<file path="config.mk">
export PLATFORM = sky130hd
export DESIGN_NAME = feapc_top
export DESIGN_NICKNAME = d
export VERILOG_FILES = /design/src/hdl/feapc_avg.v /design/src/hdl/feapc_top.v
export VERILOG_INCLUDE_DIRS = /design/src /design/src/hdl
export SDC_FILE = /design/constraint.sdc
export NUM_CORES = 1
export LEC_CHECK = 0
export BUFFER_PORTS_ARGS = -buffer_cell sky130_fd_sc_hd__buf_2
export CELL_PAD_IN_SITES_DETAIL_PLACEMENT = 0
export CELL_PAD_IN_SITES_GLOBAL_PLACEMENT = 1
export CORE_UTILIZATION = 42
export DETAILED_ROUTE_END_ITERATION = 8
export PLACE_DENSITY = 0.89
export SLEW_MARGIN = 40
export SYNTH_ARGS = -nofsm -noshare
export SYNTH_HDL_FRONTEND = slang
export SYNTH_HIERARCHICAL = 1
export SYNTH_SLANG_ARGS = --single-unit
</file>
<file path="constraint.sdc">
create_clock -name sys_clk -period 7.52 [get_ports sys_clk]
set_input_delay 2.256 -clock sys_clk [delete_from_list [all_inputs] [get_ports sys_clk]]
set_output_delay 2.256 -clock sys_clk [all_outputs]
set_load 0.01 [all_outputs]
</file>
<file path="src/hdl/feapc_defs.vh">
// register map, field positions and reset values of the error front end
// assumes a 32-bit register bus with byte addresses
`ifndef FEAPC_DEFS_VH
`define FEAPC_DEFS_VH
// ----------------------------------------
// register byte addresses
// ----------------------------------------
`define FEAPC_ADDR_STATUS 32'h000e0004
`define FEAPC_ADDR_STEP 32'h000e0014
`define FEAPC_ADDR_SATSTEP 32'h000e0018
`define FEAPC_ADDR_CTRL 32'h000e0020
`define FEAPC_ADDR_PREBIAS 32'h000e0028
// ----------------------------------------
// reset values
// ----------------------------------------
`define FEAPC_RST_STEP 18'h00000
`define FEAPC_RST_SATSTEP 14'h0000
`define FEAPC_RST_CTRL 29'h0000003f
`define FEAPC_RST_PREBIAS 18'h0ff00
// ----------------------------------------
// control register fields
// ----------------------------------------
`define FEAPC_CTRL_CMPEN 28
`define FEAPC_CTRL_TRIPHI 27
`define FEAPC_CTRL_TRIPLO 26
`define FEAPC_CTRL_DECIM 25:22
`define FEAPC_CTRL_FSYNC 21
`define FEAPC_CTRL_CCLR 20
`define FEAPC_CTRL_CPRE 19:16
`define FEAPC_CTRL_INV 15
`define FEAPC_CTRL_AGMODE 14
`define FEAPC_CTRL_AGEN 13
`define FEAPC_CTRL_WEIGHT 12
`define FEAPC_CTRL_SPATIAL 11
`define FEAPC_CTRL_DEPTH 10:9
`define FEAPC_CTRL_MODE 8:6
`define FEAPC_CTRL_GAIN 5:4
`define FEAPC_CTRL_NFILT 3
`define FEAPC_CTRL_CLKFULL 2
`define FEAPC_CTRL_SCEN 1
`define FEAPC_CTRL_CONVEN 0
// ----------------------------------------
// pre-bias register fields
// ----------------------------------------
`define FEAPC_PB_POL 17
`define FEAPC_PB_EN 16
`define FEAPC_PB_RANGE 15:8
`define FEAPC_PB_LIMIT 7:0
// ----------------------------------------
// operating modes and gains
// ----------------------------------------
`define FEAPC_MODE_STD 3'h0
`define FEAPC_MODE_AVG 3'h1
`define FEAPC_MODE_NSAR 3'h2
`define FEAPC_MODE_CSAR 3'h3
`define FEAPC_MODE_PEAK 3'h5
`define FEAPC_MODE_LIM6 3'h6
`define FEAPC_MODE_LIM7 3'h7
`define FEAPC_GAIN_MIN 2'h0
`define FEAPC_GAIN_MAX 2'h3
// one quarter of the positive half of the 9-bit signed error range
`define FEAPC_QUARTER_RANGE 9'h040
`endif

</file>
<file path="src/hdl/feapc_avg.v">
// sample history and plain mean over 2, 4 or 8 samples or weighted mean over 4 or 8 samples
// assumes push is a one-cycle pulse with a signed 9-bit sample
`timescale 1ns/1ns
module feapc_avg (
  input wire clk,
  input wire srst,
  input wire clear,
  input wire push,
  input wire signed [8:0] sample,
  input wire [1:0] depth,
  input wire weighted,
  output reg signed [8:0] mean
);
  reg signed [8:0] hist [0:7];
  reg signed [13:0] acc;
  integer i;

  // ----------------------------------------
  // history, index 0 newest
  // ----------------------------------------
  always @(posedge clk) begin
    if (srst || clear) begin
      for (i = 0; i < 8; i = i + 1) begin
        hist[i] <= 9'h000;
      end
    end else if (push) begin
      hist[0] <= sample;
      for (i = 1; i < 8; i = i + 1) begin
        hist[i] <= hist[i-1];
      end
    end
  end

  // ----------------------------------------
  // mean, sum scaled by sixteen
  // ----------------------------------------
  always @* begin
    acc = 14'h0000;
    if (depth == 2'h1 && weighted) begin
      acc = 14'sd8 * hist[0] + 14'sd4 * hist[1] + 14'sd2 * hist[2] + 14'sd2 * hist[3];
    end else if (depth == 2'h2 && weighted) begin
      acc = 14'sd4 * hist[0] + 14'sd4 * hist[1]
        + 14'sd2 * hist[2] + 14'sd2 * hist[3]
        + hist[4] + hist[5] + hist[6] + hist[7];
    end else if (depth == 2'h1) begin
      acc = 14'sd4 * (hist[0] + hist[1] + hist[2] + hist[3]);
    end else if (depth == 2'h2) begin
      acc = 14'sd2 * (hist[0] + hist[1] + hist[2] + hist[3] + hist[4] + hist[5] + hist[6] + hist[7]);
    end else begin
      acc = 14'sd8 * (hist[0] + hist[1]);
    end
    mean = acc[12:4];
  end
endmodule

</file>
<file path="src/hdl/feapc_top.v">
// error front end control channel: registers, sampling, averaging, gain, pre-bias
// assumes an AHB-Lite master with single word transfers and a converter that
// answers each convStart with one convDone pulse
`timescale 1ns/1ns
`include "feapc_defs.vh"
module feapc_top #(
  parameter NL_HIGH = 9'h0c0,
  parameter NL_LOW = 9'h020
) (
  input wire sys_clk,
  input wire srst,
  input wire hsel,
  input wire [31:0] haddr,
  input wire [1:0] htrans,
  input wire hwrite,
  input wire [2:0] hsize,
  input wire [31:0] hwdata,
  input wire hready,
  output wire hreadyout,
  output wire hresp,
  output reg [31:0] hrdata,
  input wire sampleTrig,
  input wire frameStart,
  input wire convDone,
  input wire [8:0] convData,
  input wire satHigh,
  input wire satLow,
  input wire rampActive,
  input wire satStepActive,
  input wire limitSarRequest,
  input wire [9:0] refLevel,
  input wire [9:0] measLevel,
  output reg convStart,
  output reg [8:0] filterData,
  output reg filterValid,
  output reg [1:0] gainSel,
  output wire [2:0] activeMode,
  output wire [7:0] stepWhole,
  output wire [9:0] stepFraction,
  output reg [13:0] satAdjust,
  output reg satAdjustValid,
  output wire rampComparatorEnable,
  output wire tripRaiseEnable,
  output wire tripLowerEnable,
  output wire swcapNoiseFilterEnable,
  output wire swcapLogicEnable,
  output wire errorConverterEnable,
  output wire swcapClockEnable,
  output reg [3:0] swcapCount,
  output wire prebiasEnable,
  output wire presetCompleteFlag
);
  localparam ST_IDLE = 2'b01;
  localparam ST_WAIT = 2'b10;

  reg [17:0] stepReg_r;
  reg [13:0] satStepReg_r;
  reg [28:0] ctrl_r;
  reg [17:0] prebias_r;
  reg [31:0] addrPh_r;
  reg wrPh_r;
  reg [3:0] decimCnt_r;
  reg [1:0] state_r;
  reg [1:0] state_nxt;
  reg [2:0] burstCnt_r;
  reg [2:0] burstCnt_nxt;
  reg clkHalf_r;
  reg counterHeld_r;
  reg doneFlag_r;
  reg [7:0] pbCnt_r;
  reg [8:0] pendData_r;
  reg pendValid_r;
  wire signed [8:0] avgMean;
  wire [2:0] mode;
  wire avgMode;
  wire [3:0] depthN;
  wire acceptTrig;
  wire lastSample;
  wire signed [10:0] pbErr;
  wire [10:0] pbAbs;
  wire pbInRange;
  wire [8:0] absData;
  wire busTake;

  // ----------------------------------------
  // register bus slave
  // ----------------------------------------
  assign hreadyout = 1'b1;
  assign hresp = 1'b0;
  assign busTake = hsel && hready && htrans[1];

  always @(posedge sys_clk) begin
    if (srst) begin
      addrPh_r <= 32'h00000000;
      wrPh_r <= 1'b0;
      hrdata <= 32'h00000000;
    end else begin
      wrPh_r <= busTake && hwrite;
      if (busTake) begin
        addrPh_r <= haddr;
      end
      if (busTake && !hwrite) begin
        case (haddr)
          `FEAPC_ADDR_STATUS: hrdata <= {27'h0000000, prebias_r[`FEAPC_PB_EN], 3'h0, doneFlag_r};
          `FEAPC_ADDR_STEP: hrdata <= {14'h0000, stepReg_r};
          `FEAPC_ADDR_SATSTEP: hrdata <= {18'h00000, satStepReg_r};
          `FEAPC_ADDR_CTRL: hrdata <= {3'h0, ctrl_r};
          `FEAPC_ADDR_PREBIAS: hrdata <= {14'h0000, prebias_r};
          default: hrdata <= 32'h00000000;
        endcase
      end
    end
  end

  always @(posedge sys_clk) begin
    if (srst) begin
      stepReg_r <= `FEAPC_RST_STEP;
      satStepReg_r <= `FEAPC_RST_SATSTEP;
      ctrl_r <= `FEAPC_RST_CTRL;
      prebias_r <= `FEAPC_RST_PREBIAS;
    end else if (wrPh_r) begin
      case (addrPh_r)
        `FEAPC_ADDR_STEP: stepReg_r <= hwdata[17:0];
        `FEAPC_ADDR_SATSTEP: satStepReg_r <= hwdata[13:0];
        `FEAPC_ADDR_CTRL: ctrl_r <= hwdata[28:0];
        `FEAPC_ADDR_PREBIAS: prebias_r <= hwdata[17:0];
        default: stepReg_r <= stepReg_r;
      endcase
    end
  end

  // ----------------------------------------
  // static control outputs
  // ----------------------------------------
  assign stepWhole = stepReg_r[17:10];
  assign stepFraction = stepReg_r[9:0];
  assign rampComparatorEnable = ctrl_r[`FEAPC_CTRL_CMPEN];
  assign tripRaiseEnable = ctrl_r[`FEAPC_CTRL_TRIPHI];
  assign tripLowerEnable = ctrl_r[`FEAPC_CTRL_TRIPLO];
  assign swcapNoiseFilterEnable = ctrl_r[`FEAPC_CTRL_NFILT];
  assign swcapLogicEnable = ctrl_r[`FEAPC_CTRL_SCEN];
  assign errorConverterEnable = ctrl_r[`FEAPC_CTRL_CONVEN];
  assign prebiasEnable = prebias_r[`FEAPC_PB_EN];
  assign presetCompleteFlag = doneFlag_r;

  // ----------------------------------------
  // mode decode
  // ----------------------------------------
  assign mode = ctrl_r[`FEAPC_CTRL_MODE];
  assign activeMode = (mode == `FEAPC_MODE_LIM7 && limitSarRequest) ? `FEAPC_MODE_CSAR :
                      (mode == `FEAPC_MODE_LIM6 && limitSarRequest) ? `FEAPC_MODE_NSAR :
                      (mode == `FEAPC_MODE_LIM6 || mode == `FEAPC_MODE_LIM7) ? `FEAPC_MODE_STD : mode;
  assign avgMode = (mode == `FEAPC_MODE_AVG);
  assign depthN = (ctrl_r[`FEAPC_CTRL_DEPTH] == 2'h1) ? 4'h4 :
                  (ctrl_r[`FEAPC_CTRL_DEPTH] == 2'h2) ? 4'h8 : 4'h2;
  assign lastSample = ({1'b0, burstCnt_r} + 4'h1) == depthN;

  // ----------------------------------------
  // switched-cap clock enable and counter
  // ----------------------------------------
  assign swcapClockEnable = swcapLogicEnable && (ctrl_r[`FEAPC_CTRL_CLKFULL] || clkHalf_r);

  always @(posedge sys_clk) begin
    if (srst) begin
      clkHalf_r <= 1'b0;
      swcapCount <= 4'h0;
      counterHeld_r <= 1'b1;
    end else begin
      clkHalf_r <= !clkHalf_r;
      counterHeld_r <= ctrl_r[`FEAPC_CTRL_CCLR] || !swcapLogicEnable;
      if (ctrl_r[`FEAPC_CTRL_CCLR] || counterHeld_r) begin
        swcapCount <= ctrl_r[`FEAPC_CTRL_CPRE];
      end else if (frameStart && (ctrl_r[`FEAPC_CTRL_FSYNC] || mode == `FEAPC_MODE_PEAK)) begin
        swcapCount <= ctrl_r[`FEAPC_CTRL_CPRE];
      end else if (swcapClockEnable) begin
        swcapCount <= swcapCount + 4'h1;
      end
    end
  end

  // ----------------------------------------
  // trigger decimation
  // ----------------------------------------
  assign acceptTrig = sampleTrig && (decimCnt_r == ctrl_r[`FEAPC_CTRL_DECIM]);

  always @(posedge sys_clk) begin
    if (srst || !errorConverterEnable) begin
      decimCnt_r <= 4'h0;
    end else if (sampleTrig) begin
      decimCnt_r <= acceptTrig ? 4'h0 : decimCnt_r + 4'h1;
    end
  end

  // ----------------------------------------
  // conversion sequencer
  // ----------------------------------------
  always @* begin
    state_nxt = state_r;
    burstCnt_nxt = burstCnt_r;
    case (state_r)
      ST_IDLE: begin
        if (acceptTrig && errorConverterEnable) begin
          state_nxt = ST_WAIT;
        end
      end
      ST_WAIT: begin
        if (convDone) begin
          if (avgMode) begin
            burstCnt_nxt = lastSample ? 3'h0 : burstCnt_r + 3'h1;
          end
          if (avgMode && !ctrl_r[`FEAPC_CTRL_SPATIAL] && !lastSample) begin
            state_nxt = ST_WAIT;
          end else begin
            state_nxt = ST_IDLE;
          end
        end
      end
      default: begin
        state_nxt = ST_IDLE;
        burstCnt_nxt = 3'h0;
      end
    endcase
  end

  always @(posedge sys_clk) begin
    if (srst || !errorConverterEnable) begin
      state_r <= ST_IDLE;
      burstCnt_r <= 3'h0;
      convStart <= 1'b0;
    end else begin
      state_r <= state_nxt;
      burstCnt_r <= burstCnt_nxt;
      convStart <= (state_r == ST_IDLE && state_nxt == ST_WAIT)
                   || (state_r == ST_WAIT && convDone && state_nxt == ST_WAIT);
    end
  end

  feapc_avg u_avg (
    .clk(sys_clk),
    .srst(srst),
    .clear(!avgMode),
    .push(state_r == ST_WAIT && convDone && avgMode),
    .sample(convData),
    .depth(ctrl_r[`FEAPC_CTRL_DEPTH]),
    .weighted(ctrl_r[`FEAPC_CTRL_WEIGHT] && avgMode),
    .mean(avgMean)
  );

  // ----------------------------------------
  // delivery to the loop filter
  // ----------------------------------------
  always @(posedge sys_clk) begin
    if (srst) begin
      pendValid_r <= 1'b0;
      pendData_r <= 9'h000;
      filterValid <= 1'b0;
      filterData <= 9'h000;
    end else begin
      pendValid_r <= state_r == ST_WAIT && convDone && (!avgMode || lastSample);
      pendData_r <= convData;
      filterValid <= pendValid_r;
      if (pendValid_r) begin
        if (ctrl_r[`FEAPC_CTRL_INV]) begin
          filterData <= avgMode ? 9'h000 - avgMean : 9'h000 - pendData_r;
        end else begin
          filterData <= avgMode ? avgMean : pendData_r;
        end
      end
    end
  end

  // ----------------------------------------
  // automatic gain shifting
  // ----------------------------------------
  assign absData = convData[8] ? 9'h000 - convData : convData;

  always @(posedge sys_clk) begin
    if (srst) begin
      gainSel <= `FEAPC_GAIN_MAX;
    end else if (!ctrl_r[`FEAPC_CTRL_AGEN]) begin
      gainSel <= ctrl_r[`FEAPC_CTRL_GAIN];
    end else if (convDone) begin
      if (!ctrl_r[`FEAPC_CTRL_AGMODE]) begin
        if ((satHigh || satLow) && gainSel != `FEAPC_GAIN_MIN) begin
          gainSel <= gainSel - 2'h1;
        end else if (!satHigh && !satLow && absData < `FEAPC_QUARTER_RANGE && gainSel != `FEAPC_GAIN_MAX) begin
          gainSel <= gainSel + 2'h1;
        end
      end else begin
        if (absData >= NL_HIGH && gainSel != `FEAPC_GAIN_MIN) begin
          gainSel <= gainSel - 2'h1;
        end else if (absData < NL_LOW && gainSel != `FEAPC_GAIN_MAX) begin
          gainSel <= gainSel + 2'h1;
        end
      end
    end
  end

  // ----------------------------------------
  // saturation step during ramp
  // ----------------------------------------
  always @(posedge sys_clk) begin
    if (srst) begin
      satAdjust <= 14'h0000;
      satAdjustValid <= 1'b0;
    end else begin
      satAdjust <= satStepReg_r;
      satAdjustValid <= convDone && (satHigh || satLow) && rampActive
                        && satStepActive && satStepReg_r != 14'h0000;
    end
  end

  // ----------------------------------------
  // pre-bias completion with hysteresis
  // ----------------------------------------
  assign pbErr = prebias_r[`FEAPC_PB_POL] ? {1'b0, measLevel} - {1'b0, refLevel}
                                          : {1'b0, refLevel} - {1'b0, measLevel};
  assign pbAbs = pbErr[10] ? 11'h000 - pbErr : pbErr;
  assign pbInRange = pbAbs <= {3'h0, prebias_r[`FEAPC_PB_RANGE]};

  always @(posedge sys_clk) begin
    if (srst || !prebias_r[`FEAPC_PB_EN]) begin
      doneFlag_r <= 1'b0;
      pbCnt_r <= 8'h00;
    end else if (convDone) begin
      if (pbInRange != doneFlag_r) begin
        if (pbCnt_r + 8'h01 >= prebias_r[`FEAPC_PB_LIMIT] || prebias_r[`FEAPC_PB_LIMIT] == 8'h00) begin
          doneFlag_r <= pbInRange;
          pbCnt_r <= 8'h00;
        end else begin
          pbCnt_r <= pbCnt_r + 8'h01;
        end
      end else begin
        pbCnt_r <= 8'h00;
      end
    end
  end
endmodule

</file>
==> reports/qor.csv, run 1 <==
metric,value,unit
ys flop type,dfxtp_1,
largest net degree at the start of global routing,97,
vias per inst,5.47,
worst IR drop on VDD,0.176,mV
hold_buf cts,0,
post-DR wirelength/cell,17.8,microns
most frequent cells in the layout,"dfxtp_1, buf_2, inv_1",
Die X-Extent,210,microns
CP peak stage delay,0.56,ns
Critical Path Slowest Stage Cell,fa_1,
Period minus WS final,7.26,ns
startpoint types,flop,
# clock sinks,275,
final worst slack,0.263,ns
Post-Synthesis Cells,1922,
final setup violation count,0,
starting density of the core,42.9,%
clock slew at reported path FFs,0.06,ns
Nets,2452,
Yosys warnings,6,
Mapped Area,18100,sq um
flop-to-flop setup slack,0.26,ns
Clock Skews,0.0140,ns
Placed Cells,2608,
"most common cell after layout, fill and taps aside",dfxtp_1,
transition time of the tightest slew-check pin,0.738,ns
fin. max-slew vios,0,
Clock Root Buffer,clkbuf_16,
H-tree depth,1,
port buffer count,194,
DRT Pass-1 Iters,5,
"Worst Path Class, Setup",reg2reg,
outcome,completed,
period utilization,96.5,%
total CTS buffers,31,
worst-path fanout max,4,
Clock Latency Late Sink,0.58,ns
Vias,14700,
Synth cell types,90,
Die Ht,210,microns
overall routing resource usage,21.6,%
Final ANT Viol Nets,0,
post-layout util,50.2,%
critical path arrival,7.69,ns
CTS tree,done,
Antenna Cells,0,
initial antenna violation count,2,
Final Non-Filler Cells,2686,
#FFs+latches synth,275,
first-pass GRT wire length,76900,microns
f_max,138,MHz
DP Worst Slack,-0.144,ns
Final Hold Viols,0,
RSZ-0062 raised after global routing,yes,
CORE AREA,42200,sq um
CP bufs+invs,6,
share of layout cells above drive strength 1,18.1,%
# fillers,3885,
Critical Path End Type,flop,
share of synthesized registers carrying an async set or reset,0,%
Static Leak,9.63,nW
Post-Synthesis Mean Instance Area,9.42,sq um
drt initial violations,1125,
Max Cap Violations,0,
grt ovf,0,
Ports,207,
HPWL Detailed,36400,microns
CP top delay family,adder cells,
detailed-route DRC error count,0,
Max clock buf depth,3,
final RePlAce weighted congestion,0.909,
Post-synth EDFFs,72,
total routed wirelength,47900,microns
die area,43900,sq um
"Seq/Total Area, Yosys",34.4,%
Cell Pwr Density,161,nW/um^2
type of the worst min-delay path,reg2reg,
Critical Path RT,7.95,ns
vias in the first global route,14900,
post-route setup TNS,0,ns
num rows,75,
worst slew margin relative to its limit,50.7,%
Area Overhead vs Synth,17.1,%
[synth_stat cells, types with 10 or more instances]
| library cell | number | area, sq um |
|---|---|---|
| dfxtp_1 | 203 | 4060 |
| inv_1 | 196 | 736 |
| nand2_1 | 182 | 683 |
| nor2_1 | 172 | 646 |
| fa_1 | 124 | 2480 |
| ha_1 | 94 | 1180 |
| a21oi_1 | 90 | 450 |
| mux2i_1 | 90 | 901 |
| edfxtp_1 | 72 | 2160 |
| and3_1 | 71 | 444 |
| clkbuf_1 | 60 | 225 |
| xnor2_1 | 53 | 464 |
| nor3_1 | 40 | 200 |
| o21ai_0 | 39 | 195 |
| nand3_1 | 36 | 180 |
| nor2b_1 | 36 | 225 |
| xor2_1 | 36 | 315 |
| and2_1 | 21 | 131 |
| a22oi_1 | 18 | 135 |
| nand2b_1 | 18 | 113 |
| nor4_1 | 18 | 113 |
| a222oi_1 | 16 | 160 |
| a21o_1 | 15 | 113 |
| a211oi_1 | 14 | 105 |
| o211ai_1 | 14 | 105 |
| a31oi_1 | 11 | 68.8 |
| buf_2 | 10 | 50.1 |
| or3_1 | 10 | 62.6 |
[final timing paths]
check | start | to | cells past startpoint
setup / recovery | u_avg/hist[0][0] | filterData[8] | 35
hold reg to reg | clkHalf_r | clkHalf_r | 1
setup reg to reg | u_avg/hist[0][0] | filterData[8] | 35
hold / removal | clkHalf_r | clkHalf_r | 1
[where the power goes]
part           switching (mW)  total [mW]  internal (mW)  leakage [nW]
Combinational           0.172       0.285          0.112          6.56
Clock                   0.628        1.59          0.957         0.540
Sequential             0.0108        1.54           1.53          2.53
[sequential cells by signal (all words and copies together), names as in the netlist, 14 cells and up]
signal and flops:
u_avg/hist 72, satStepReg_r 14, ctrl_r 29, stepReg_r 18
addrPh_r 32, hrdata 29, prebias_r 18, satAdjust 14
[layout make-up]
class	instances	area, sq um	share of cell area [%]
Clock buffer	47	968	4.57
Clock inverter	10	120	0.567
Inverter	197	739	3.49
Multi-Input combinational cell	1364	11000	52.0
Sequential cell	275	6230	29.4
Tap cell	539	674	3.18
Timing Repair Buffer	254	1430	6.76
[worst reg2reg max path: cells and delay by family (launching register included)]
kind | cells | cell delay (ns)
multiplexers | 1 | 0.31
XOR/XNOR | 3 | 0.44
AO/OA/AOI/OAI | 10 | 1.80
buffers and inverters | 6 | 0.46
adder cells (fa/ha/maj) | 8 | 2.99
AND/OR/NAND/NOR | 7 | 0.64
flip-flops | 1 | 0.44
[per-stage QoR]
step | power [mW] | hold WS [ns] | area (sq um)
after floorplan | 1.76 | 0.394 | 18100
after global placement | 1.84 | 0.401 | 19700
after detailed placement | 1.85 | 0.405 | 19700
after CTS | 3.43 | 0.415 | 20900
after global routing | 3.52 | 0.440 | 21200
final | 3.41 | 0.415 | 21200
[repair_timing]
item	in CTS	in global routing
endpoints found under the setup margin	3	5
gates resized for setup	10	34
pin swaps	11	25
cloned	0	0
setup buffers	14	7
[cell families (layout without fill, tap and decap cells)]
logic type | after synthesis | after routing | synth area share, %
mux | 95 | 95 | 5.29
fa+ha+maj | 218 | 218 | 20.2
other cells | 2 | 5 | 0.0415
xor+xnor | 90 | 90 | 4.43
buf+inv | 286 | 508 | 6.35
flops | 275 | 275 | 34.4
simple gates | 660 | 660 | 18.0
compound gates | 296 | 296 | 11.3
[layer usage]
metal  GRT usage, %  vias up  routed length (microns)
met3           3.98      102                     2810
met5              0        -                       27
met4           6.32        4                     1580
met1           27.4     7200                    20100
li1               -     6953                        -
met2           37.6      437                    23300
No activity file was read; power rests on OpenSTA's default activity.
==> run 2, diff against run 1 <==
--- a/config.mk
+++ b/config.mk
@@ -8,8 +8,9 @@
 export LEC_CHECK = 0
 export BUFFER_PORTS_ARGS = -buffer_cell sky130_fd_sc_hd__buf_2
 export CELL_PAD_IN_SITES_DETAIL_PLACEMENT = 0
-export CELL_PAD_IN_SITES_GLOBAL_PLACEMENT = 1
-export CORE_UTILIZATION = 42
+export CELL_PAD_IN_SITES_GLOBAL_PLACEMENT = 2
+export CORE_MARGIN = 4
+export CORE_UTILIZATION = 34
 export DETAILED_ROUTE_END_ITERATION = 8
 export PLACE_DENSITY = 0.89
 export SLEW_MARGIN = 40
==> run 2 against run 1 <==
  * Setup slack worse by 0.19 ns
  * Wire length increased by 8.7%
  * Hold slack gained 0.0041 ns
  * Combinational power rose by 2%
  * Final area is 1.7% higher
  * Critical path depth unchanged
  * Global-route usage down 4.0 points
  * Non-clock buffer count increased by 10
  * Clock skew rose by 0.0016 ns
  * Clock-buffer cell count down 2
  * Critical endpoint is now filterData[7]
  * Largest cell class unchanged
  * Largest power group unchanged
==> reports/qor.csv, run 2 (synthesis gave the netlist of run 1 again) <==
metric,value,unit,change
initial antenna violation count,3,,+1
post-DR wirelength/cell,18.3,microns,+2.6%
Clock Skews,0.0156,ns,+0.00156 ns
critical path arrival,7.90,ns,+0.21 ns
CP peak stage delay,0.51,ns,-0.05 ns
"Worst Path Class, Setup",reg2reg,,
Nets,2462,,+0.41%
reg2reg end,filterData[7],,
Switching Share,24.3,%,+0.53 points
Area Overhead vs Synth,19.0,%,
grt ovf,0,,unchanged
fin. max-slew vios,0,,unchanged
FF-to-FF Start,u_avg/hist[0][0],,
sequential power share,44.2,%,-0.9 points
P_int,2.63,mW,+1.3%
clock power share,47.4,%,+0.9 points
Period minus WS final,7.45,ns,+0.188 ns
transition time of the tightest slew-check pin,0.735,ns,-0.00330 ns
clock slew at reported path FFs,0.06,ns,about the same
# clock sinks,275,,unchanged
WHS Endpoint,clkHalf_r,,
Critical Path End Type,flop,,
final hold slack,0.419,ns,+0.00405 ns
CTS tree,done,,
DRT Pass-1 Iters,5,,unchanged
final worst slack,0.0749,ns,-0.188 ns
Critical Path Slowest Stage Cell,fa_1,,
detailed-route DRC error count,0,,unchanged
vias in the first global route,14300,,-3.6%
Cell Pwr Density,162,nW/um^2,+0.39%
Largest regs,"u_avg/hist x72, addrPh_r x32",,
Vias,14400,,-2.3%
Max Cap Violations,0,,unchanged
outcome,completed,,
Die X-Extent,239,microns,+14%
most flop-heavy register,u_avg/hist,,
Placed Cells,2770,,+6.2%
Hold Path Cell Cnt,1,,unchanged
H-tree depth,1,,unchanged
largest net degree at the start of global routing,95,,-2.1%
final RePlAce weighted congestion,0.868,,-4.5%
vias per inst,5.04,,-7.8%
Critical Path RT,7.97,ns,+0.02 ns
starting density of the core,34.4,%,-8.5 points
worst IR drop on VDD,0.181,mV,+2.7%
Final Non-Filler Cells,2846,,+6.0%
CP bufs+invs,8,,+2
hold_buf cts,0,,unchanged
Die Ht,239,microns,+14%
share of layout cells above drive strength 1,18.9,%,+0.79 points
flop-to-flop setup slack,0.07,ns,-0.19 ns
worst slew margin relative to its limit,51.0,%,+0.27 points
drt initial violations,922,,-18%
Final Hold Viols,0,,unchanged
Hold Path Origin,clkHalf_r,,
Antenna Cells,0,,unchanged
num rows,84,,+12%
startpoint types,flop,,
port buffer count,194,,unchanged
total CTS buffers,31,,unchanged
HPWL Detailed,39600,microns,+8.8%
"most common cell after layout, fill and taps aside",dfxtp_1,,
Switch Pwr,847,uW,+4.3%
period utilization,99.0,%,+2.5 points
CORE AREA,52700,sq um,+25%
die area,57000,sq um,+30%
Clock Root Buffer,clkbuf_16,,
final setup violation count,0,,unchanged
DP Worst Slack,-0.178,ns,-0.0342 ns
first-pass GRT wire length,80600,microns,+4.9%
RSZ-0062 raised after global routing,yes,,
worst-path fanout max,4,,unchanged
CP top delay family,adder cells,,
Final ANT Viol Nets,0,,unchanged
Pwr Total,3.48,mW,+2.0%
cell depth of the worst flop-to-flop path,35,,unchanged
total routed wirelength,52000,microns,+8.7%
Static Leak,9.71,nW,+0.85%
f_max,134,MHz,-2.5%
Ports,207,,unchanged
Comb pwr share,8.4,%,about the same
type of the worst min-delay path,reg2reg,,
Max clock buf depth,3,,unchanged
Clock Latency Late Sink,0.60,ns,+0.02 ns
overall routing resource usage,17.6,%,-4.0 points
max FFs per register,72,,unchanged
most frequent cells in the layout,"dfxtp_1, buf_2, inv_1",,
-- run 2: worst max path at each step --
stage	from	cells after the start	endpoint
2_1_floorplan	u_avg/hist[0][0]	34	filterData[8]
3_3_place_gp	u_avg/hist[0][0]	35	filterData[8]
3_5_place_dp	u_avg/hist[0][0]	35	filterData[8]
4_1_cts	u_avg/hist[0][9]	38	filterData[7]
5_1_grt	u_avg/hist[0][0]	38	filterData[7]
6_report	u_avg/hist[0][0]	35	filterData[7]
-- run 2: power groups by stage --
stage               clock network, mW  logic [mW]  registers, mW
floorplan                           0       0.191           1.57
global placement                    0       0.277           1.57
detailed placement                  0       0.287           1.57
CTS                              1.69       0.289           1.54
global route                     1.75       0.324           1.54
finish                           1.65       0.290           1.54
-- run 2: timing repair --
item	4_1_cts	5_1_grt
gates resized for setup	12	44
pin swaps	20	45
endpoints found under the setup margin	4	6
buffers inserted	13	7
-- run 2: final cells by class --
| type | instances | area [sq um] |
|---|---|---|
| repair buffers | 264 | 1510 |
| multi-input cells | 1364 | 11100 |
| fillers | 5254 | 31100 |
| well taps | 688 | 861 |
| inverters | 197 | 739 |
| clock buffers | 45 | 996 |
| flip-flops and latches | 275 | 6230 |
| clock inverters | 13 | 135 |
-- run 2: routing by layer --
layer | part of all wire (%) | vias up | track usage, % | wire (microns)
met2 | 48 | 341 | 29.8 | 24900
met3 | 5.3 | 71 | 2.85 | 2770
met4 | 2.6 | 0 | 4.22 | 1370
li1 | - | 6972 | - | -
met5 | 0 | - | 0 | 0
met1 | 44 | 6973 | 23.8 | 23000
-- run 2: metrics by stage --
| stage | instance area [sq um] | setup TNS, ns | util (%) |
|---|---|---|---|
| floorplan | 18100 | 0 | - |
| global placement | 19900 | -0.107 | 37.9 |
| detailed placement | 20000 | -0.448 | 37.9 |
| CTS | 21200 | 0 | 40.4 |
| global route | 21500 | -0.500 | 40.9 |
| finish | 21500 | 0 | 40.9 |
